`config.mk`:
```
export PLATFORM = sky130hd
export DESIGN_NAME = uart_frame_check_addr_match
export DESIGN_NICKNAME = d
export VERILOG_FILES = /design/src/rtl/uart_pkg.sv /design/src/rtl/uart_addr_match.sv /design/src/rtl/uart_rx_frame.sv /design/src/rtl/uart_frame_check_addr_match.sv
export SDC_FILE = /design/constraint.sdc
export NUM_CORES = 1
export LEC_CHECK = 0
export ABC_AREA = 1
export BUFFER_PORTS_ARGS = -buffer_cell sky130_fd_sc_hd__buf_4
export CORE_MARGIN = 2
export CORE_UTILIZATION = 30
export CTS_CLUSTER_DIAMETER = 60
export DETAILED_ROUTE_END_ITERATION = 8
export SYNTH_ARGS = -nofsm -noshare
export SYNTH_HDL_FRONTEND = slang
export SYNTH_SLANG_ARGS = --single-unit
```
`constraint.sdc`:
```
create_clock -name clk -period 4.4 [get_ports clk]
set_input_delay 0.22 -clock clk [delete_from_list [all_inputs] [get_ports clk]]
set_output_delay 0.22 -clock clk [all_outputs]
set_load 0.03 [all_outputs]
```
`src/rtl/uart_pkg.sv`:
```
// package: register map, field layout, modes and event carrier of the serial port
package uart_pkg;

  // ----------------------------------------
  // bus and register indices (byte address = 4 * index)
  // ----------------------------------------
  localparam int APB_ADDR_W = 12;
  localparam int APB_DATA_W = 32;
  localparam logic [7:0] IDX_SERIAL_CTRL = 8'h00;
  localparam logic [7:0] IDX_POWER_CTRL = 8'h01;
  localparam logic [7:0] IDX_RX_DATA = 8'h02;
  localparam logic [7:0] IDX_TX_DATA = 8'h03;
  localparam logic [7:0] IDX_RX_DIV = 8'h04;
  localparam logic [7:0] IDX_TX_DIV = 8'h05;
  localparam logic [7:0] IDX_IRQ_STAT = 8'h06;
  localparam logic [7:0] IDX_IRQ_MASK = 8'h07;
  localparam logic [7:0] IDX_NODE_ADDR = 8'hA9;
  localparam logic [7:0] IDX_NODE_MASK = 8'hB9;

  // ----------------------------------------
  // field positions
  // ----------------------------------------
  localparam int CTL_MODE_LSB = 0;
  localparam int CTL_MULTIPROC = 2;
  localparam int CTL_RX_EN = 3;
  localparam int CTL_TX_NINTH = 4;
  localparam int CTL_RX_NINTH = 5;
  localparam int CTL_RX_FLAG = 6;
  localparam int CTL_FE_FLAG = 7;
  localparam int CTL_TX_BUSY = 8;
  localparam int PWR_FE_EN = 0;
  localparam int IRQ_RX = 0;
  localparam int IRQ_FE = 1;
  localparam int IRQ_TX = 2;
  localparam int IRQ_W = 3;

  // ----------------------------------------
  // reset values and widths
  // ----------------------------------------
  localparam int DIV_W = 16;
  localparam logic [15:0] DIV_RESET = 16'h015B;
  localparam logic [7:0] ADDR_RESET = 8'h00;
  localparam logic [7:0] MASK_RESET = 8'h00;
  localparam logic [IRQ_W-1:0] IRQ_MASK_RESET = 3'h0;

  // ----------------------------------------
  // types
  // ----------------------------------------
  typedef enum logic [1:0] {
    MODE_SYNC = 2'h0,
    MODE_ASYNC8 = 2'h1,
    MODE_ASYNC9A = 2'h2,
    MODE_ASYNC9B = 2'h3
  } serial_mode_t;

  typedef enum logic [3:0] {
    RXS_IDLE = 4'h1,
    RXS_START = 4'h2,
    RXS_DATA = 4'h4,
    RXS_STOP = 4'h8
  } rx_state_t;

  typedef struct packed {
    logic dataDone;
    logic stopDone;
    logic stopValid;
    logic ninth;
    logic [7:0] data;
  } rx_event_t;

endpackage

```
`src/rtl/uart_addr_match.sv`:
```
// address comparator: given and broadcast address match
`timescale 1ns/1ps
`default_nettype none
module uart_addr_match
  import uart_pkg::*;
(
  input wire logic [7:0] nodeAddr,
  input wire logic [7:0] nodeMask,
  input wire logic [7:0] rxAddr,
  output logic givenHit,
  output logic bcastHit,
  output logic match
);
  logic [7:0] bcast;

  assign bcast = nodeAddr | nodeMask;
  assign givenHit = ((rxAddr ^ nodeAddr) & nodeMask) == 8'h00;
  assign bcastHit = ((rxAddr ^ bcast) & bcast) == 8'h00;
  assign match = givenHit | bcastHit;
endmodule
`default_nettype wire

```
`src/rtl/uart_rx_frame.sv`:
```
// receive framer: start check, data shifting, stop sampling
`timescale 1ns/1ps
`default_nettype none
module uart_rx_frame
  import uart_pkg::*;
#(
  parameter int DW = DIV_W
) (
  input wire logic clk,
  input wire logic rst,
  input wire logic rxLine,
  input wire logic enable,
  input wire logic nineBits,
  input wire logic [DW-1:0] bitDiv,
  output rx_event_t rxEvent,
  output logic busy
);
  rx_state_t state_reg;
  logic [DW-1:0] cnt_reg;
  logic [3:0] idx_reg;
  logic [8:0] bits_reg;
  logic [8:0] bits_next;
  logic rxLast_reg;
  rx_event_t event_reg;
  logic [3:0] lastIdx;
  logic tick;

  assign lastIdx = nineBits ? 4'h8 : 4'h7;
  assign tick = cnt_reg == '0;
  assign rxEvent = event_reg;
  assign busy = state_reg != RXS_IDLE;

  always_comb begin
    bits_next = bits_reg;
    bits_next[idx_reg] = rxLine;
  end

  // ----------------------------------------
  // frame sequencer
  // ----------------------------------------
  always_ff @(posedge clk) begin
    if (rst) begin
      state_reg <= RXS_IDLE;
      cnt_reg <= '0;
      idx_reg <= 4'h0;
      bits_reg <= 9'h000;
      rxLast_reg <= 1'b1;
    end else begin
      rxLast_reg <= rxLine;
      if (!enable) begin
        state_reg <= RXS_IDLE;
      end else begin
        case (state_reg)
          RXS_IDLE: begin
            if (rxLast_reg && !rxLine) begin
              state_reg <= RXS_START;
              cnt_reg <= bitDiv >> 1;
            end
          end
          RXS_START: begin
            if (!tick) begin
              cnt_reg <= cnt_reg - 1'b1;
            end else if (!rxLine) begin
              state_reg <= RXS_DATA;
              cnt_reg <= bitDiv - 1'b1;
              idx_reg <= 4'h0;
            end else begin
              state_reg <= RXS_IDLE;
            end
          end
          RXS_DATA: begin
            if (!tick) begin
              cnt_reg <= cnt_reg - 1'b1;
            end else begin
              bits_reg <= bits_next;
              cnt_reg <= bitDiv - 1'b1;
              if (idx_reg == lastIdx) begin
                state_reg <= RXS_STOP;
              end else begin
                idx_reg <= idx_reg + 1'b1;
              end
            end
          end
          RXS_STOP: begin
            if (!tick) begin
              cnt_reg <= cnt_reg - 1'b1;
            end else begin
              state_reg <= RXS_IDLE;
            end
          end
          default: begin
            state_reg <= RXS_IDLE;
          end
        endcase
      end
    end
  end

  // ----------------------------------------
  // frame events
  // ----------------------------------------
  always_ff @(posedge clk) begin
    if (rst) begin
      event_reg <= '0;
    end else begin
      event_reg.dataDone <= 1'b0;
      event_reg.stopDone <= 1'b0;
      if (enable && state_reg == RXS_DATA && tick && idx_reg == lastIdx) begin
        event_reg.dataDone <= 1'b1;
        event_reg.data <= bits_next[7:0];
        event_reg.ninth <= nineBits ? bits_next[8] : 1'b0;
      end
      if (enable && state_reg == RXS_STOP && tick) begin
        event_reg.stopDone <= 1'b1;
        event_reg.stopValid <= rxLine;
        if (!nineBits) begin
          event_reg.ninth <= rxLine;
        end
      end
    end
  end
endmodule
`default_nettype wire

```
`src/rtl/uart_frame_check_addr_match.sv`:
```
// serial port with stop-bit checking and address recognition, APB registers
// ----------------------------------------
// ----------------------------------------
//
// Register access over APB was left to the implementer.
`timescale 1ns/1ps
`default_nettype none
module uart_frame_check_addr_match
  import uart_pkg::*;
(
  input wire logic clk,
  input wire logic rst,
  input wire logic psel,
  input wire logic penable,
  input wire logic pwrite,
  input wire logic [APB_ADDR_W-1:0] paddr,
  input wire logic [APB_DATA_W-1:0] pwdata,
  output logic [APB_DATA_W-1:0] prdata,
  output logic pready,
  output logic pslverr,
  input wire logic rxLine,
  output logic txLine,
  output logic irq
);
  // ----------------------------------------
  // state
  // ----------------------------------------
  logic rxMeta_reg;
  logic rxSync_reg;
  serial_mode_t mode_reg;
  logic multiproc_reg;
  logic rxEnable_reg;
  logic txNinth_reg;
  logic rxFlag_reg;
  logic frameErr_reg;
  logic frameErrEnable_reg;
  logic [7:0] rxData_reg;
  logic rxNinth_reg;
  logic [DIV_W-1:0] rxDiv_reg;
  logic [DIV_W-1:0] txDiv_reg;
  logic [7:0] nodeAddr_reg;
  logic [7:0] nodeMask_reg;
  logic [IRQ_W-1:0] irqStat_reg;
  logic [IRQ_W-1:0] irqMask_reg;
  logic irq_reg;
  logic pready_reg;
  logic pslverr_reg;
  logic [APB_DATA_W-1:0] prdata_reg;
  logic txBusy_reg;
  logic txLine_reg;
  logic [9:0] txShift_reg;
  logic [3:0] txLeft_reg;
  logic [DIV_W-1:0] txCnt_reg;
  logic txDone_reg;

  rx_event_t rxEv;
  logic rxBusy;
  logic givenHit;
  logic bcastHit;
  logic matchOk;
  logic asyncMode;
  logic addrOn;
  logic atStop;
  logic decide;
  logic accept;
  logic riSet;
  logic feSet;
  logic [7:0] regIdx;
  logic hit;
  logic access;
  logic wrDone;
  logic rdDone;
  logic [APB_DATA_W-1:0] readMux;
  logic txStart;
  logic txBitEnd;

  // ----------------------------------------
  // line synchroniser and receive framer
  // ----------------------------------------
  always_ff @(posedge clk) begin
    if (rst) begin
      rxMeta_reg <= 1'b1;
      rxSync_reg <= 1'b1;
    end else begin
      rxMeta_reg <= rxLine;
      rxSync_reg <= rxMeta_reg;
    end
  end

  assign asyncMode = mode_reg != MODE_SYNC;

  uart_rx_frame #(.DW(DIV_W)) rxFramer (
    .clk(clk),
    .rst(rst),
    .rxLine(rxSync_reg),
    .enable(rxEnable_reg && asyncMode),
    .nineBits(mode_reg == MODE_ASYNC9A || mode_reg == MODE_ASYNC9B),
    .bitDiv(rxDiv_reg),
    .rxEvent(rxEv),
    .busy(rxBusy)
  );

  uart_addr_match addrMatch (
    .nodeAddr(nodeAddr_reg),
    .nodeMask(nodeMask_reg),
    .rxAddr(rxEv.data),
    .givenHit(givenHit),
    .bcastHit(bcastHit),
    .match(matchOk)
  );

  // ----------------------------------------
  // receive decision
  // ----------------------------------------
  assign addrOn = multiproc_reg && asyncMode;
  assign atStop = frameErrEnable_reg || (addrOn && mode_reg == MODE_ASYNC8);
  assign decide = atStop ? rxEv.stopDone : rxEv.dataDone;

  always_comb begin
    if (!addrOn) begin
      accept = 1'b1;
    end else if (mode_reg == MODE_ASYNC8) begin
      accept = matchOk && rxEv.stopValid;
    end else begin
      accept = rxEv.ninth && matchOk;
    end
  end

  assign riSet = decide && accept;
  assign feSet = rxEv.stopDone && frameErrEnable_reg && !rxEv.stopValid;

  // ----------------------------------------
  // apb slave
  // ----------------------------------------
  assign regIdx = paddr[9:2];
  assign access = psel && penable;
  assign wrDone = access && pready_reg && pwrite && hit;
  assign rdDone = access && pready_reg && !pwrite && hit;
  assign txStart = wrDone && regIdx == IDX_TX_DATA && !txBusy_reg && asyncMode;

  always_comb begin
    hit = paddr[11:10] == 2'h0 && paddr[1:0] == 2'h0;
    readMux = '0;
    case (regIdx)
      IDX_SERIAL_CTRL: begin
        readMux[CTL_MODE_LSB +: 2] = mode_reg;
        readMux[CTL_MULTIPROC] = multiproc_reg;
        readMux[CTL_RX_EN] = rxEnable_reg;
        readMux[CTL_TX_NINTH] = txNinth_reg;
        readMux[CTL_RX_NINTH] = rxNinth_reg;
        readMux[CTL_RX_FLAG] = rxFlag_reg;
        readMux[CTL_FE_FLAG] = frameErr_reg;
        readMux[CTL_TX_BUSY] = txBusy_reg;
      end
      IDX_POWER_CTRL: readMux[PWR_FE_EN] = frameErrEnable_reg;
      IDX_RX_DATA: readMux[7:0] = rxData_reg;
      IDX_TX_DATA: readMux = '0;
      IDX_RX_DIV: readMux[DIV_W-1:0] = rxDiv_reg;
      IDX_TX_DIV: readMux[DIV_W-1:0] = txDiv_reg;
      IDX_IRQ_STAT: readMux[IRQ_W-1:0] = irqStat_reg;
      IDX_IRQ_MASK: readMux[IRQ_W-1:0] = irqMask_reg;
      IDX_NODE_ADDR: readMux[7:0] = nodeAddr_reg;
      IDX_NODE_MASK: readMux[7:0] = nodeMask_reg;
      default: hit = 1'b0;
    endcase
  end

  always_ff @(posedge clk) begin
    if (rst) begin
      pready_reg <= 1'b0;
      pslverr_reg <= 1'b0;
      prdata_reg <= '0;
    end else begin
      pready_reg <= access && !pready_reg;
      pslverr_reg <= access && !pready_reg && !hit;
      prdata_reg <= (access && !pready_reg && !pwrite) ? readMux : '0;
    end
  end

  // ----------------------------------------
  // control registers
  // ----------------------------------------
  always_ff @(posedge clk) begin
    if (rst) begin
      mode_reg <= MODE_SYNC;
      multiproc_reg <= 1'b0;
      rxEnable_reg <= 1'b0;
      txNinth_reg <= 1'b0;
      frameErrEnable_reg <= 1'b0;
      rxDiv_reg <= DIV_RESET;
      txDiv_reg <= DIV_RESET;
      irqMask_reg <= IRQ_MASK_RESET;
      nodeAddr_reg <= ADDR_RESET;
      nodeMask_reg <= MASK_RESET;
    end else if (wrDone) begin
      case (regIdx)
        IDX_SERIAL_CTRL: begin
          mode_reg <= serial_mode_t'(pwdata[CTL_MODE_LSB +: 2]);
          multiproc_reg <= pwdata[CTL_MULTIPROC];
          rxEnable_reg <= pwdata[CTL_RX_EN];
          txNinth_reg <= pwdata[CTL_TX_NINTH];
        end
        IDX_POWER_CTRL: frameErrEnable_reg <= pwdata[PWR_FE_EN];
        IDX_RX_DIV: rxDiv_reg <= pwdata[DIV_W-1:0];
        IDX_TX_DIV: txDiv_reg <= pwdata[DIV_W-1:0];
        IDX_IRQ_MASK: irqMask_reg <= pwdata[IRQ_W-1:0];
        IDX_NODE_ADDR: nodeAddr_reg <= pwdata[7:0];
        IDX_NODE_MASK: nodeMask_reg <= pwdata[7:0];
        default: begin
        end
      endcase
    end
  end

  // ----------------------------------------
  // status flags and received data
  // ----------------------------------------
  always_ff @(posedge clk) begin
    if (rst) begin
      rxFlag_reg <= 1'b0;
      frameErr_reg <= 1'b0;
      rxData_reg <= 8'h00;
      rxNinth_reg <= 1'b0;
    end else begin
      if (wrDone && regIdx == IDX_SERIAL_CTRL) begin
        rxFlag_reg <= pwdata[CTL_RX_FLAG] || riSet;
        frameErr_reg <= pwdata[CTL_FE_FLAG] || feSet;
      end else begin
        rxFlag_reg <= rxFlag_reg || riSet;
        frameErr_reg <= frameErr_reg || feSet;
      end
      if (riSet) begin
        rxData_reg <= rxEv.data;
        rxNinth_reg <= rxEv.ninth;
      end
    end
  end

  // ----------------------------------------
  // interrupt status and output
  // ----------------------------------------
  always_ff @(posedge clk) begin
    if (rst) begin
      irqStat_reg <= '0;
      irq_reg <= 1'b0;
    end else begin
      irq_reg <= |(irqStat_reg & irqMask_reg);
      if (rdDone && regIdx == IDX_IRQ_STAT) begin
        irqStat_reg <= (irqStat_reg & ~prdata_reg[IRQ_W-1:0]) | {txDone_reg, feSet, riSet};
      end else begin
        irqStat_reg <= irqStat_reg | {txDone_reg, feSet, riSet};
      end
    end
  end

  // ----------------------------------------
  // transmitter, own rate, independent of receiver
  // ----------------------------------------
  assign txBitEnd = txBusy_reg && txCnt_reg == '0;

  always_ff @(posedge clk) begin
    if (rst) begin
      txBusy_reg <= 1'b0;
      txLine_reg <= 1'b1;
      txShift_reg <= 10'h3FF;
      txLeft_reg <= 4'h0;
      txCnt_reg <= '0;
      txDone_reg <= 1'b0;
    end else begin
      txDone_reg <= 1'b0;
      if (txStart) begin
        txBusy_reg <= 1'b1;
        txLine_reg <= 1'b0;
        txCnt_reg <= txDiv_reg - 1'b1;
        if (mode_reg == MODE_ASYNC8) begin
          txShift_reg <= {2'h3, pwdata[7:0]};
          txLeft_reg <= 4'h9;
        end else begin
          txShift_reg <= {1'b1, txNinth_reg, pwdata[7:0]};
          txLeft_reg <= 4'hA;
        end
      end else if (txBitEnd) begin
        if (txLeft_reg == 4'h0) begin
          txBusy_reg <= 1'b0;
          txDone_reg <= 1'b1;
        end else begin
          txLine_reg <= txShift_reg[0];
          txShift_reg <= {1'b1, txShift_reg[9:1]};
          txLeft_reg <= txLeft_reg - 1'b1;
          txCnt_reg <= txDiv_reg - 1'b1;
        end
      end else if (txBusy_reg) begin
        txCnt_reg <= txCnt_reg - 1'b1;
      end
    end
  end

  assign prdata = prdata_reg;
  assign pready = pready_reg;
  assign pslverr = pslverr_reg;
  assign txLine = txLine_reg;
  assign irq = irq_reg;

  // ----------------------------------------
  // assertions
  // ----------------------------------------
  AST_FE_ONLY_ENABLED: assert property (@(posedge clk) disable iff (rst)
    $rose(frameErr_reg) && !$past(wrDone) |-> $past(frameErrEnable_reg) && $past(asyncMode))
    else $error("frame error set while checking disabled");
  AST_FE_ON_BAD_STOP: assert property (@(posedge clk) disable iff (rst)
    rxEv.stopDone && !rxEv.stopValid && frameErrEnable_reg |=> frameErr_reg)
    else $error("bad stop bit did not set frame error");
  AST_FE_STICKY: assert property (@(posedge clk) disable iff (rst)
    frameErr_reg && !(wrDone && regIdx == IDX_SERIAL_CTRL) |=> frameErr_reg)
    else $error("frame error cleared without software write");
  AST_RI_AT_STOP: assert property (@(posedge clk) disable iff (rst)
    $rose(rxFlag_reg) && !$past(wrDone) && $past(frameErrEnable_reg) |-> $past(rxEv.stopDone))
    else $error("receive flag not raised at stop bit");
  AST_ADDR_FILTER: assert property (@(posedge clk) disable iff (rst)
    $rose(rxFlag_reg) && !$past(wrDone) && $past(addrOn) |-> $past(matchOk))
    else $error("receive flag set for foreign address");
  AST_MODE1_STOP: assert property (@(posedge clk) disable iff (rst)
    $rose(rxFlag_reg) && !$past(wrDone) && $past(addrOn && mode_reg == MODE_ASYNC8)
    |-> $past(rxEv.stopDone) && $past(rxEv.stopValid))
    else $error("mode 1 address frame accepted without valid stop");
  AST_MODE0_QUIET: assert property (@(posedge clk) disable iff (rst)
    (mode_reg == MODE_SYNC) [*3] |-> !riSet && !feSet && !rxBusy)
    else $error("receiver active in mode 0");
  AST_GIVEN_MATCH: assert property (@(posedge clk) disable iff (rst)
    (rxEv.data & nodeMask_reg) == (nodeAddr_reg & nodeMask_reg) |-> givenHit && matchOk)
    else $error("given address not recognised");
  AST_BCAST_MATCH: assert property (@(posedge clk) disable iff (rst)
    (rxEv.data | ~(nodeAddr_reg | nodeMask_reg)) == 8'hFF |-> bcastHit && matchOk)
    else $error("broadcast address not recognised");
  AST_MATCH_ONLY: assert property (@(posedge clk) disable iff (rst)
    matchOk |-> (rxEv.data & nodeMask_reg) == (nodeAddr_reg & nodeMask_reg)
    || (rxEv.data & (nodeAddr_reg | nodeMask_reg)) == (nodeAddr_reg | nodeMask_reg))
    else $error("match without given or broadcast hit");
  AST_RESET_ADDR: assert property (@(posedge clk) disable iff (rst)
    $fell(rst) |-> nodeAddr_reg == 8'h00 && nodeMask_reg == 8'h00)
    else $error("address registers not cleared by reset");
  AST_TX_DUPLEX: assert property (@(posedge clk) disable iff (rst)
    txBusy_reg && !txBitEnd && rxBusy |=> txBusy_reg)
    else $error("transmitter stalled by receiver");
  AST_NINTH_REQ: assert property (@(posedge clk) disable iff (rst)
    $rose(rxFlag_reg) && !$past(wrDone) && $past(addrOn && mode_reg != MODE_ASYNC8)
    |-> $past(rxEv.ninth))
    else $error("ninth bit zero frame accepted");
endmodule
`default_nettype wire

```
==> After elaboration in Yosys (flattened, before gate mapping) <==
Index checks and enable logic that the tools add are counted.
{ "totals": {"output_inout_bits": 36, "word_cells": 222, "inputBits": 50, "ff_bits": 187} }
{ "classes": {"n_bitwise": 14, "n_reduce_logical": 76, "order_cmp": 2, "add_sub_neg": 6, "n_mux": 58, "n_eq_ne": 28} }
{ "ops": {"columns": ["op", "count"], "rows": [
  ["16-bit 2-to-1 mux", 9],
  ["16-bit case mux with 4 select lines", 1],
  ["16-bit by 1-bit subtractor with 16-bit output, second input constant", 4],
  ["4-bit 2-to-1 mux", 13],
  ["8-bit by 3-bit equality test with 1-bit output, second input constant", 4],
  ["16-bit zero test", 2],
  ["1-bit logical AND", 31],
  ["10-bit 2-to-1 mux", 3],
  ["5-bit case mux with 6 select lines", 1],
  ["8-bit zero test", 3],
  ["2-bit AND reduction", 10],
  ["9-bit 2-to-1 mux", 2],
  ["1-bit 2-to-1 mux", 17],
  ["8-bit AND", 2],
  ["8-bit by 2-bit equality test with 1-bit output, second input constant", 2],
  ["8-bit equality test, second input constant", 2],
  ["2-bit case mux with 8 select lines", 1],
  ["4-bit case mux with 4 select lines", 1],
  ["8-bit bitwise XOR", 2],
  ["7-bit case mux with 2 select lines", 1],
  ["2-bit by 1-bit inequality test with 1-bit output, second input constant", 5],
  ["5-bit AND reduction", 2],
  ["10-bit OR reduction", 1],
  ["9-bit bitwise mux", 1],
  ["other kinds (37)", 64]
]} }

==> Longest topological paths before layout <==
Gate-level depths: netlist (run 1).
{ "depth": {"depth_word": 11, "ltp_mapped": 13, "ltp_nobuf": 12} }

==> Modules after synthesis <==
A second synthesis (run 1) with hierarchy kept.
{ "unflattened": {"hier_cells": 1500, "hier_area_um2": 9828.2} }
{ "by_module_without_submodules": {"columns": ["module", "n_inst", "area_each_um2", "seq_area_each_um2", "cells_per_inst"], "rows": [
  ["uart_frame_check_addr_match", 1, 6173.4, 2482.4, 864],
  ["uart_rx_frame", 1, 3380.7, 920.9, 572],
  ["uart_addr_match", 1, 274.0, 0.0, 64]
]} }

==> Least setup slack after synthesis (run 1) <==
OpenSTA, ideal clock, no wires.
{ "synth_timing": {"path_kind": "flip-flop to flip-flop", "start": "reg rxFramer.cnt_reg[0]", "end": "reg rxFramer.event_reg (netlist bit rxFramer.rxEvent[6])", "t_arrival_ns": 1.742, "path_stages_with_launch": 11, "path_slack_ns": 2.539, "setup_time_ns": 0.118, "n_path_buf": 1, "synth_period_minus_slack_ns": 1.861, "required_time_ns": 4.282, "cell_sequence": "dfxtp_1 inv_1 ha_1 inv_1 nor3_1 nand3b_2 nor3_4 nand2_4 buf_6 o21ai_2 a21oi_1"} }
{ "synth_between": {"elab_chain_len": 3} }
{ "synth_rtl": {"columns": ["item", "line", "text"], "rows": [
  ["start, declared", "uart_rx_frame.sv:19", "logic [DW-1:0] cnt_reg;"],
  ["start signal, assigned", "uart_rx_frame.sv:57", "cnt_reg <= bitDiv >> 1;"],
  ["start signal, assigned", "uart_rx_frame.sv:62", "cnt_reg <= cnt_reg - 1'b1;"],
  ["start signal, assigned", "uart_rx_frame.sv:65", "cnt_reg <= bitDiv - 1'b1;"],
  ["16-bit zero test", "uart_rx_frame.sv:29", "assign tick = cnt_reg == '0;"],
  ["1-bit logical AND (2 in a row)", "uart_rx_frame.sv:108", "if (enable && state_reg == RXS_DATA && tick && idx_reg == lastIdx) begin"],
  ["end, declared", "uart_rx_frame.sv:24", "rx_event_t event_reg;"]
]} }
Every way passes these cells.
A chain may end at the register's enable or synchronous reset.

==> Worst setup path in the final report (run 1) <==
{ "layout_timing": {"start": "reg rxFramer.state_reg[3]", "end": "reg rxFramer.cnt_reg[15]"} }
{ "layout_between": {"elab_chain_len": 3, "word_cells_on_any_way": 10, "cone_classes": "eq/ne (7); mux (1); reduce/logical (2)"} }
{ "layout_rtl": {"columns": ["item", "line", "text"], "rows": [
  ["start, declared", "uart_rx_frame.sv:18", "rx_state_t state_reg;"],
  ["start signal, assigned", "uart_rx_frame.sv:43", "state_reg <= RXS_IDLE;"],
  ["start signal, assigned", "uart_rx_frame.sv:51", "state_reg <= RXS_IDLE;"],
  ["start signal, assigned", "uart_rx_frame.sv:56", "state_reg <= RXS_START;"],
  ["4-bit by 2-bit equality test with 1-bit output, or another cell as far along", "uart_rx_frame.sv:53", "case (state_reg)"],
  ["3-bit inequality test (no line), or another cell as far along", null, null],
  ["5-bit AND reduction (no line)", null, null]
]} }
Parallel ways exist; a longest one is shown, timed or not.

==> results of run 1 <==
[worst max-delay path by stage]
stage / to / cells after the start
floorplan: rxFramer.rxEvent[6] / 10
global placement: rxFramer.cnt_reg[5] / 9
detailed placement: rxFramer.cnt_reg[15] / 9
CTS: rxFramer.cnt_reg[15] / 9
global route: rxFramer.cnt_reg[12] / 9
finish: rxFramer.cnt_reg[15] / 9
[cell type report]
class / count / area [um^2] / area share [%]
Clock buffer: 21 / 470 / 4.36
Tap cell: 402 / 503 / 4.66
Sequential cell: 170 / 3400 / 31.5
Clock inverter: 9 / 114 / 1.05
Timing Repair Buffer: 55 / 415 / 3.85
Multi-Input combinational cell: 1071 / 5250 / 48.6
Inverter: 170 / 643 / 5.95
[layout by cell type, fill, tap and decap left out, types with 16 or more instances in the layout]
master / instances
nand2_1: 304
nor2_1: 209
dfxtp_1: 170
inv_1: 159
o21ai_0: 148
a21oi_1: 142
nand3_1: 89
buf_4: 54
xor2_1: 27
nor3_1: 21
clkbuf_16: 17
conb_1: 16
[kinds of logic (layout without fill, tap and decap cells)]
group	after synthesis	after routing	synth area share (%)
other cells	1	16	0.0392
flops	170	170	35.5
mux	1	1	0.118
fa+ha+maj	11	11	1.44
compound gates	333	333	18.7
xor+xnor	40	40	3.66
simple gates	670	670	30.3
buf+inv	228	255	10.2
[per-stage QoR]
stage	utilization, %	hold slack [ns]	setup WS, ns	cell area [um^2]	instances
CTS	34.3	0.00955	1.58	10800	1898
floorplan	-	0.324	2.54	9630	1469
global route	34.3	0.0226	1.34	10800	1898
finish	34.3	0.0319	1.59	10800	1898
detailed placement	32.4	0.399	1.60	10200	1867
global placement	32.4	0.393	1.58	10200	1867
[power groups by stage]
stage / logic (uW) / registers, uW / clock network [uW]
global route: 137 / 1540 / 1620
detailed placement: 125 / 1580 / 0
CTS: 126 / 1540 / 1550
floorplan: 78.7 / 1580 / 0
finish: 126 / 1540 / 1520
global placement: 125 / 1580 / 0
[critical path, stage by stage (launching register included)]
cell and delay, ns:
dfxtp_1 0.41, inv_1 0.07, nor3_2 0.43, inv_2 0.25
nand3_1 0.14, nand2_1 0.08, nor2_2 0.62, inv_1 0.40
nor2_1 0.19, a21oi_1 0.08
[metal layers]
metal	routed length, um	track usage [%]
met1	12400	20.9
met2	13100	28.8
met3	1120	2.61
met4	992	7.55
met5	0	0
==> impl_table.tex, run 1 <==
\begin{tabular}{lr}
\hline
Metric & Value \\
\hline
\multicolumn{2}{l}{\textbf{Timing}} \\
\quad Total negative slack & 0 ns \\
\quad Number of max-slew violations in the final report & 0 \\
\quad Total setup violations reported at the end of the flow & 0 \\
\quad Tmin final & 2.81 ns \\
\quad Least-Margin Pin Slew & 0.812 ns \\
\quad Tightest slew margin relative to the limit & 45.7\% \\
\quad Setup skew after layout & 0.0133 ns \\
\quad Maximum clock frequency & 356 MHz \\
\quad Crit share post-route & 63.8\% \\
\quad Final number of hold-violating endpoints & 0 \\
\quad RSZ-0062 raised after global routing & no \\
\multicolumn{2}{l}{\textbf{Setup path}} \\
\quad Type of element capturing the critical path & register \\
\quad Worst flop-to-flop path endpoint & rxFramer.cnt\_reg[15] \\
\quad Start-to-end type of the worst setup path & reg -> reg \\
\quad Startpoint Class & register \\
\quad Data arrival, critical path & 3.13 ns \\
\quad WP data required & 4.72 ns \\
\quad First element of the critical path & rxFramer.state\_reg[3] \\
\quad Worst r2r path cells & 9 \\
\quad Setup slack of the most critical reg-to-reg path & 1.59 ns \\
\quad Reg-to-reg critical path startpoint & rxFramer.state\_reg[3] \\
\quad Largest fanout of any net on the critical path & 22 \\
\multicolumn{2}{l}{\textbf{Detailed routing}} \\
\quad Final antenna-violating net count & 0 \\
\quad Wire length reported by the detailed router & 27,600 um \\
\quad Number of vias after detailed routing & 9,318 \\
\quad Post-route DRC & 0 \\
\quad DR vias/cell & 4.91 \\
\quad Routed wire per std cell & 14.5 um \\
\quad Count of routing violations after the opening detailed-route iteration & 612 \\
\quad Number of detailed-routing iterations run before antenna repair & 5 \\
\multicolumn{2}{l}{\textbf{Synthesis}} \\
\quad Post-Syn Area & 9570 um\^{}2 \\
\quad Area share of the largest cell type after synthesis & 35.5\% \\
\quad Number of flops mapped to enable cells by yosys & 0 \\
\quad Most used standard cell by instance count after synthesis & nand2\_1 \\
\quad Synth Flop Type & dfxtp\_1 \\
\quad Sequential fraction of the synthesis area & 35.5\% \\
\quad Top cells by instance count after synthesis & 304 x nand2\_1, 209 x nor2\_1, 170 x dfxtp\_1 \\
\quad Synthesized netlist cell count & 1,454 \\
\quad Post-synth ARST share & 0\% \\
\quad Post-synth top area cell & dfxtp\_1 \\
\quad Post-synthesis register bit count & 170 \\
\quad Total number of yosys warnings & 0 \\
\quad Avg Synthesized Cell Area & 6.58 um\^{}2 \\
\quad Top cells by area, synth & dfxtp\_1 36\%, nand2\_1 12\%, nor2\_1 8.2\%, o21ai\_0 7.7\%, a21oi\_1 7.4\% \\
\quad Yosys cell types & 46 \\
\multicolumn{2}{l}{\textbf{Power and ir drop}} \\
\quad Worst VDD drop & 211 uV \\
\quad Flop pwr share & 48.4\% \\
\quad Power Total & 3190 uW \\
\quad Total power density per cell area & 295 nW/um\^{}2 \\
\quad Share of power burned in combinational logic & 4.0\% \\
\quad Part of the power in the clock network & 47.7\% \\
\quad Sw Pwr & 731 uW \\
\quad Switching Fraction & 23.0\% \\
\quad Cell Int Power & 2450 uW \\
\quad Static Leakage & 0.00463 uW \\
\multicolumn{2}{l}{\textbf{Clocking}} \\
\quad Hold-fix buffers, CTS & 1 \\
\quad Clock input transition at the sequential cells of the worst setup and hold paths & 0.06 ns \\
\quad Number of levels in the clock H-tree & 4 \\
\quad Num CTS Buffers & 17 \\
\quad Post\_cts resized & 0 \\
\quad Clock root cell & clkbuf\_16 \\
\quad Total setup buffers inserted after CTS & 0 \\
\quad CTS Sinks & 170 \\
\quad Buffers from clock root to sink, at most & 2 \\
\quad Clock tree from TritonCTS & yes \\
\quad Clock insertion delay at the later pin of the skew report & 0.44 ns \\
\multicolumn{2}{l}{\textbf{Placement}} \\
\quad Quantity of I/O buffers inserted on ports & 53 \\
\quad Routability Congestion & 0.917 \\
\quad Detailed-placement wirelength estimate & 20,700 um \\
\multicolumn{2}{l}{\textbf{Final layout}} \\
\quad Fill count & 3,387 \\
\quad Area added between synthesis and finish & 12.8\% \\
\quad Number of antenna diodes & 0 \\
\quad Count of nets after finishing & 1,546 \\
\quad Layout cell share with drive strength beyond 1 & 8.96\% \\
\multicolumn{2}{l}{\textbf{Hold path}} \\
\quad Worst Hold Depth & 3 \\
\quad Worst Hold Launch & pwdata[8] \\
\quad Endpoint of the worst hold-timing path & txDiv\_reg[8] \\
\quad Type of the tightest min-delay check & in -> reg \\
\multicolumn{2}{l}{\textbf{GRT}} \\
\quad Total congestion overflow after global routing & 0 \\
\quad Largest net degree at the start of global routing & 78 \\
\quad First-pass GRT wire length & 45,100 um \\
\quad Global-route usage over all layers & 16.9\% \\
\quad Initial antenna violation count & 0 \\
\quad Vias in the first global route & 8,713 \\
\multicolumn{2}{l}{\textbf{Die}} \\
\quad Num ports & 86 \\
\quad Starting density of the core & 30.4\% \\
\quad Floorplan die area & 33,400 um\^{}2 \\
\quad Cell row count & 65 \\
\quad DIE HEIGHT & 183 um \\
\quad Die boundary width & 183 um \\
\quad Area inside the core boundary & 31,500 um\^{}2 \\
\multicolumn{2}{l}{\textbf{Outcome}} \\
\quad Outcome & finished, final reports clean \\
\multicolumn{2}{l}{\textbf{Job}} \\
\quad Max-capacitance violation count & 0 \\
\hline
\end{tabular}
No activity file was read; power rests on OpenSTA's default activity.
==> inputs of run 2 (changes only) <==
==> constraint.sdc (replaced) <==
create_clock -name clk -period 2.6 [get_ports clk]
set_input_delay 0.13 -clock clk [delete_from_list [all_inputs] [get_ports clk]]
set_output_delay 0.13 -clock clk [all_outputs]
set_load 0.03 [all_outputs]
==> run 2 against run 1 <==
Against the previous run: sequential share of layout area is 0.63 points lower; register-to-register slack worse by 1.2 ns; combinational power is 84% higher; hold slack worse by 0.021 ns; via count is 1.7% higher.
==> impl_table.tex, run 2 (same netlist as run 1, synthesis figures left out) <==
\begin{tabular}{lr}
\hline
Metric & Value \\
\hline
\multicolumn{2}{l}{\textbf{Placement}} \\
\quad Area after detailed placement & 10,300 um\^{}2 (was 10,200 um\^{}2) \\
\quad Quantity of I/O buffers inserted on ports & 53 (unchanged) \\
\quad Placed cell count & 1,878 (was 1,867) \\
\quad Routability Congestion & 0.909 (was 0.917) \\
\quad Setup slack after placement & 0.375 ns (was 1.60 ns) \\
\quad Detailed-placement wirelength estimate & 20,600 um (was 20,700 um) \\
\multicolumn{2}{l}{\textbf{Final layout}} \\
\quad Number of antenna diodes & 0 (unchanged) \\
\quad Area added between synthesis and finish & 15.1\% (was 12.8\%) \\
\quad Total non-filler cell area in the finished layout & 11,000 um\^{}2 (was 10,800 um\^{}2) \\
\quad Total area of sequential cells & 3400 um\^{}2 (unchanged) \\
\quad Layout cell share with drive strength beyond 1 & 9.66\% (was 8.96\%) \\
\quad Fill count & 3,339 (was 3,387) \\
\quad Leading cell type in the layout, fill and taps excluded & nand2\_1 (unchanged) \\
\quad Count of nets after finishing & 1,569 (was 1,546) \\
\quad Utilization after layout & 35.0\% (was 34.3\%) \\
\quad Post-layout instance count excluding filler cells & 1,923 (was 1,898) \\
\quad Highest-count cells in the layout ignoring fill and taps & 304 x nand2\_1, 209 x nor2\_1, 170 x dfxtp\_1 (unchanged) \\
\quad Multi-input gate area & 5250 um\^{}2 (unchanged) \\
\multicolumn{2}{l}{\textbf{Die}} \\
\quad Cell row count & 65 (unchanged) \\
\quad Floorplan die area & 33,400 um\^{}2 (unchanged) \\
\quad Starting density of the core & 30.4\% (unchanged) \\
\quad DIE HEIGHT & 183 um (unchanged) \\
\quad Area inside the core boundary & 31,500 um\^{}2 (unchanged) \\
\quad Die boundary width & 183 um (unchanged) \\
\quad Num ports & 86 (unchanged) \\
\multicolumn{2}{l}{\textbf{Setup path}} \\
\quad Crit-path slowest cell & dfxtp\_1 (was nor2\_2) \\
\quad Worst flop-to-flop path endpoint & rxFramer.cnt\_reg[14] (was rxFramer.cnt\_reg[15]) \\
\quad Worst path bufs/invs & 3 (unchanged) \\
\quad Reg-to-reg critical path startpoint & rxFramer.cnt\_reg[0] (was rxFramer.state\_reg[3]) \\
\quad Data arrival, critical path & 2.61 ns (was 3.13 ns) \\
\quad Type of element capturing the critical path & register (unchanged) \\
\quad Largest fanout of any net on the critical path & 11 (was 22) \\
\quad Longest individual stage delay on the worst path & 0.33 ns (was 0.62 ns) \\
\quad Setup slack of the most critical reg-to-reg path & 0.36 ns (was 1.59 ns) \\
\quad Largest delay contributor family on the critical path & simple AND/OR/NAND/NOR gates (unchanged) \\
\quad Start-to-end type of the worst setup path & reg -> reg (unchanged) \\
\quad Critical-path cell list & inv\_1 > ha\_1 > inv\_1 > nor3\_1 > nand2\_1 > nor2\_1 > nand2\_1 > nand2\_1 > nor2\_2 > inv\_1 > nor2\_1 > a21oi\_1 (was inv\_1 > nor3\_2 > inv\_2 > nand3\_1 > nand2\_1 > nor2\_2 > inv\_1 > nor2\_1 > a21oi\_1) \\
\quad Worst r2r path cells & 12 (was 9) \\
\quad Startpoint Class & register (unchanged) \\
\quad WP data required & 2.97 ns (was 4.72 ns) \\
\multicolumn{2}{l}{\textbf{Detailed routing}} \\
\quad Number of vias after detailed routing & 9,481 (was 9,318) \\
\quad Wire length reported by the detailed router & 27,900 um (was 27,600 um) \\
\quad Final antenna-violating net count & 0 (unchanged) \\
\quad Count of routing violations after the opening detailed-route iteration & 827 (was 612) \\
\quad Number of detailed-routing iterations run before antenna repair & 7 (was 5) \\
\quad Routed wire per std cell & 14.5 um (about the same) \\
\quad DR vias/cell & 4.93 (was 4.91) \\
\quad Post-route DRC & 0 (unchanged) \\
\multicolumn{2}{l}{\textbf{Timing}} \\
\quad Maximum clock frequency & 446 MHz (was 356 MHz) \\
\quad Tightest slew margin relative to the limit & 57.7\% (was 45.7\%) \\
\quad RSZ-0062 raised after global routing & no (unchanged) \\
\quad Final number of hold-violating endpoints & 0 (unchanged) \\
\quad Tmin final & 2.24 ns (was 2.81 ns) \\
\quad Setup skew after layout & 0.0110 ns (was 0.0133 ns) \\
\quad Setup slack after layout & 0.357 ns (was 1.59 ns) \\
\quad Total setup violations reported at the end of the flow & 0 (unchanged) \\
\quad Number of max-slew violations in the final report & 0 (unchanged) \\
\quad Total negative slack & 0 ns (unchanged) \\
\quad Least-Margin Pin Slew & 0.633 ns (was 0.812 ns) \\
\quad Crit share post-route & 86.3\% (was 63.8\%) \\
\multicolumn{2}{l}{\textbf{GRT}} \\
\quad Initial antenna violation count & 0 (unchanged) \\
\quad Largest net degree at the start of global routing & 112 (was 78) \\
\quad Global-route usage over all layers & 16.7\% (was 16.9\%) \\
\quad Total congestion overflow after global routing & 0 (unchanged) \\
\quad Vias in the first global route & 8,774 (was 8,713) \\
\quad First-pass GRT wire length & 44,900 um (was 45,100 um) \\
\multicolumn{2}{l}{\textbf{Hold path}} \\
\quad Worst Hold Depth & 3 (unchanged) \\
\quad Type of the tightest min-delay check & in -> reg (unchanged) \\
\quad Worst Hold Launch & pwdata[0] (was pwdata[8]) \\
\quad Endpoint of the worst hold-timing path & txDiv\_reg[0] (was txDiv\_reg[8]) \\
\multicolumn{2}{l}{\textbf{Power and ir drop}} \\
\quad Worst VDD drop & 401 uV (was 211 uV) \\
\quad Total power density per cell area & 493 nW/um\^{}2 (was 295 nW/um\^{}2) \\
\quad Static Leakage & 0.00475 uW (was 0.00463 uW) \\
\multicolumn{2}{l}{\textbf{Clocking}} \\
\quad Buffers from clock root to sink, at most & 2 (unchanged) \\
\quad Total setup buffers inserted after CTS & 0 (unchanged) \\
\quad Clock input transition at the sequential cells of the worst setup and hold paths & 0.07 ns (was 0.06 ns) \\
\quad Clock insertion delay at the later pin of the skew report & 0.44 ns (about the same) \\
\quad Clock tree from TritonCTS & yes (unchanged) \\
\quad CTS Sinks & 170 (unchanged) \\
\quad Num CTS Buffers & 17 (unchanged) \\
\quad Number of levels in the clock H-tree & 4 (unchanged) \\
\quad Post\_cts resized & 0 (unchanged) \\
\quad Clock root cell & clkbuf\_16 (unchanged) \\
\multicolumn{2}{l}{\textbf{Outcome}} \\
\quad Outcome & finished, final reports clean (unchanged) \\
\multicolumn{2}{l}{\textbf{Job}} \\
\quad Max-capacitance violation count & 0 (unchanged) \\
\hline
\end{tabular}
[run 2: cell count changes in the layout (fill, tap and decap cells not counted)]
cell | before | now
buf_12 | 0 | 1
buf_4 | 54 | 64
clkinv_2 | 1 | 2
clkbuf_8 | 3 | 0
clkinv_4 | 1 | 4
clkinvlp_4 | 3 | 1
inv_6 | 2 | 3
inv_8 | 0 | 2
dlygate4sd3_1 | 1 | 13
[run 2: repair_timing]
item	in CTS	in global routing
endpoints found under the setup margin	0	0
hold buffers	13	0
hold endpoints to repair	18	0
[run 2: per-stage QoR]
stage	power, uW	hold slack (ns)
after CTS	5480	0.00461
after detailed placement	2880	0.320
after global routing	5600	0.0209
after global placement	2880	0.317
final	5440	0.0110
after floorplan	2800	0.234
[run 2: worst max path at each step]
stage / from / to / slack [ns] / cells past startpoint
final: rxFramer.cnt_reg[0] / rxFramer.cnt_reg[14] / 0.36 / 12
after global placement: rxFramer.cnt_reg[0] / rxFramer.cnt_reg[11] / 0.43 / 12
after global routing: rxFramer.cnt_reg[0] / rxFramer.cnt_reg[11] / 0.09 / 12
after detailed placement: rxFramer.cnt_reg[0] / rxFramer.cnt_reg[12] / 0.37 / 12
after floorplan: rxFramer.cnt_reg[0] / rxFramer.rxEvent[6] / 0.74 / 10
after CTS: rxFramer.cnt_reg[0] / rxFramer.cnt_reg[14] / 0.35 / 12
[run 2: layer usage]
metal,wire length [um],global-route usage [%],vias up
met4,813,6.87,0
met5,0,0,-
met2,13500,28.8,246
met1,12500,20.7,4369
met3,1110,2.75,51
li1,-,-,4815
[run 2: layout make-up]
type                            count  share of cell area, %
Sequential cell                   170                   30.9
Tap cell                          402                   4.56
Inverter                          170                   5.83
Multi-Input combinational cell   1071                   47.6
Clock inverter                     14                   1.46
Clock buffer                       18                   3.89
Timing Repair Buffer               78                   5.72
[run 2: worst reg2reg max path, stage by stage (launching register included)]
cell     delay [ns]
dfxtp_1        0.33
inv_1          0.13
ha_1           0.21
inv_1          0.07
nor3_1         0.27
nand2_1        0.08
nor2_1         0.25
nand2_1        0.16
nand2_1        0.10
nor2_2         0.04
inv_1          0.31
nor2_1         0.10
a21oi_1        0.13
[run 2: power breakdown]
group | switching, uW | internal (uW) | leakage (uW) | total [uW]
combinational | 158 | 73.7 | 0.00309 | 232
clock | 1160 | 1440 | 0.000289 | 2600
sequential | 1.35 | 2610 | 0.00137 | 2610
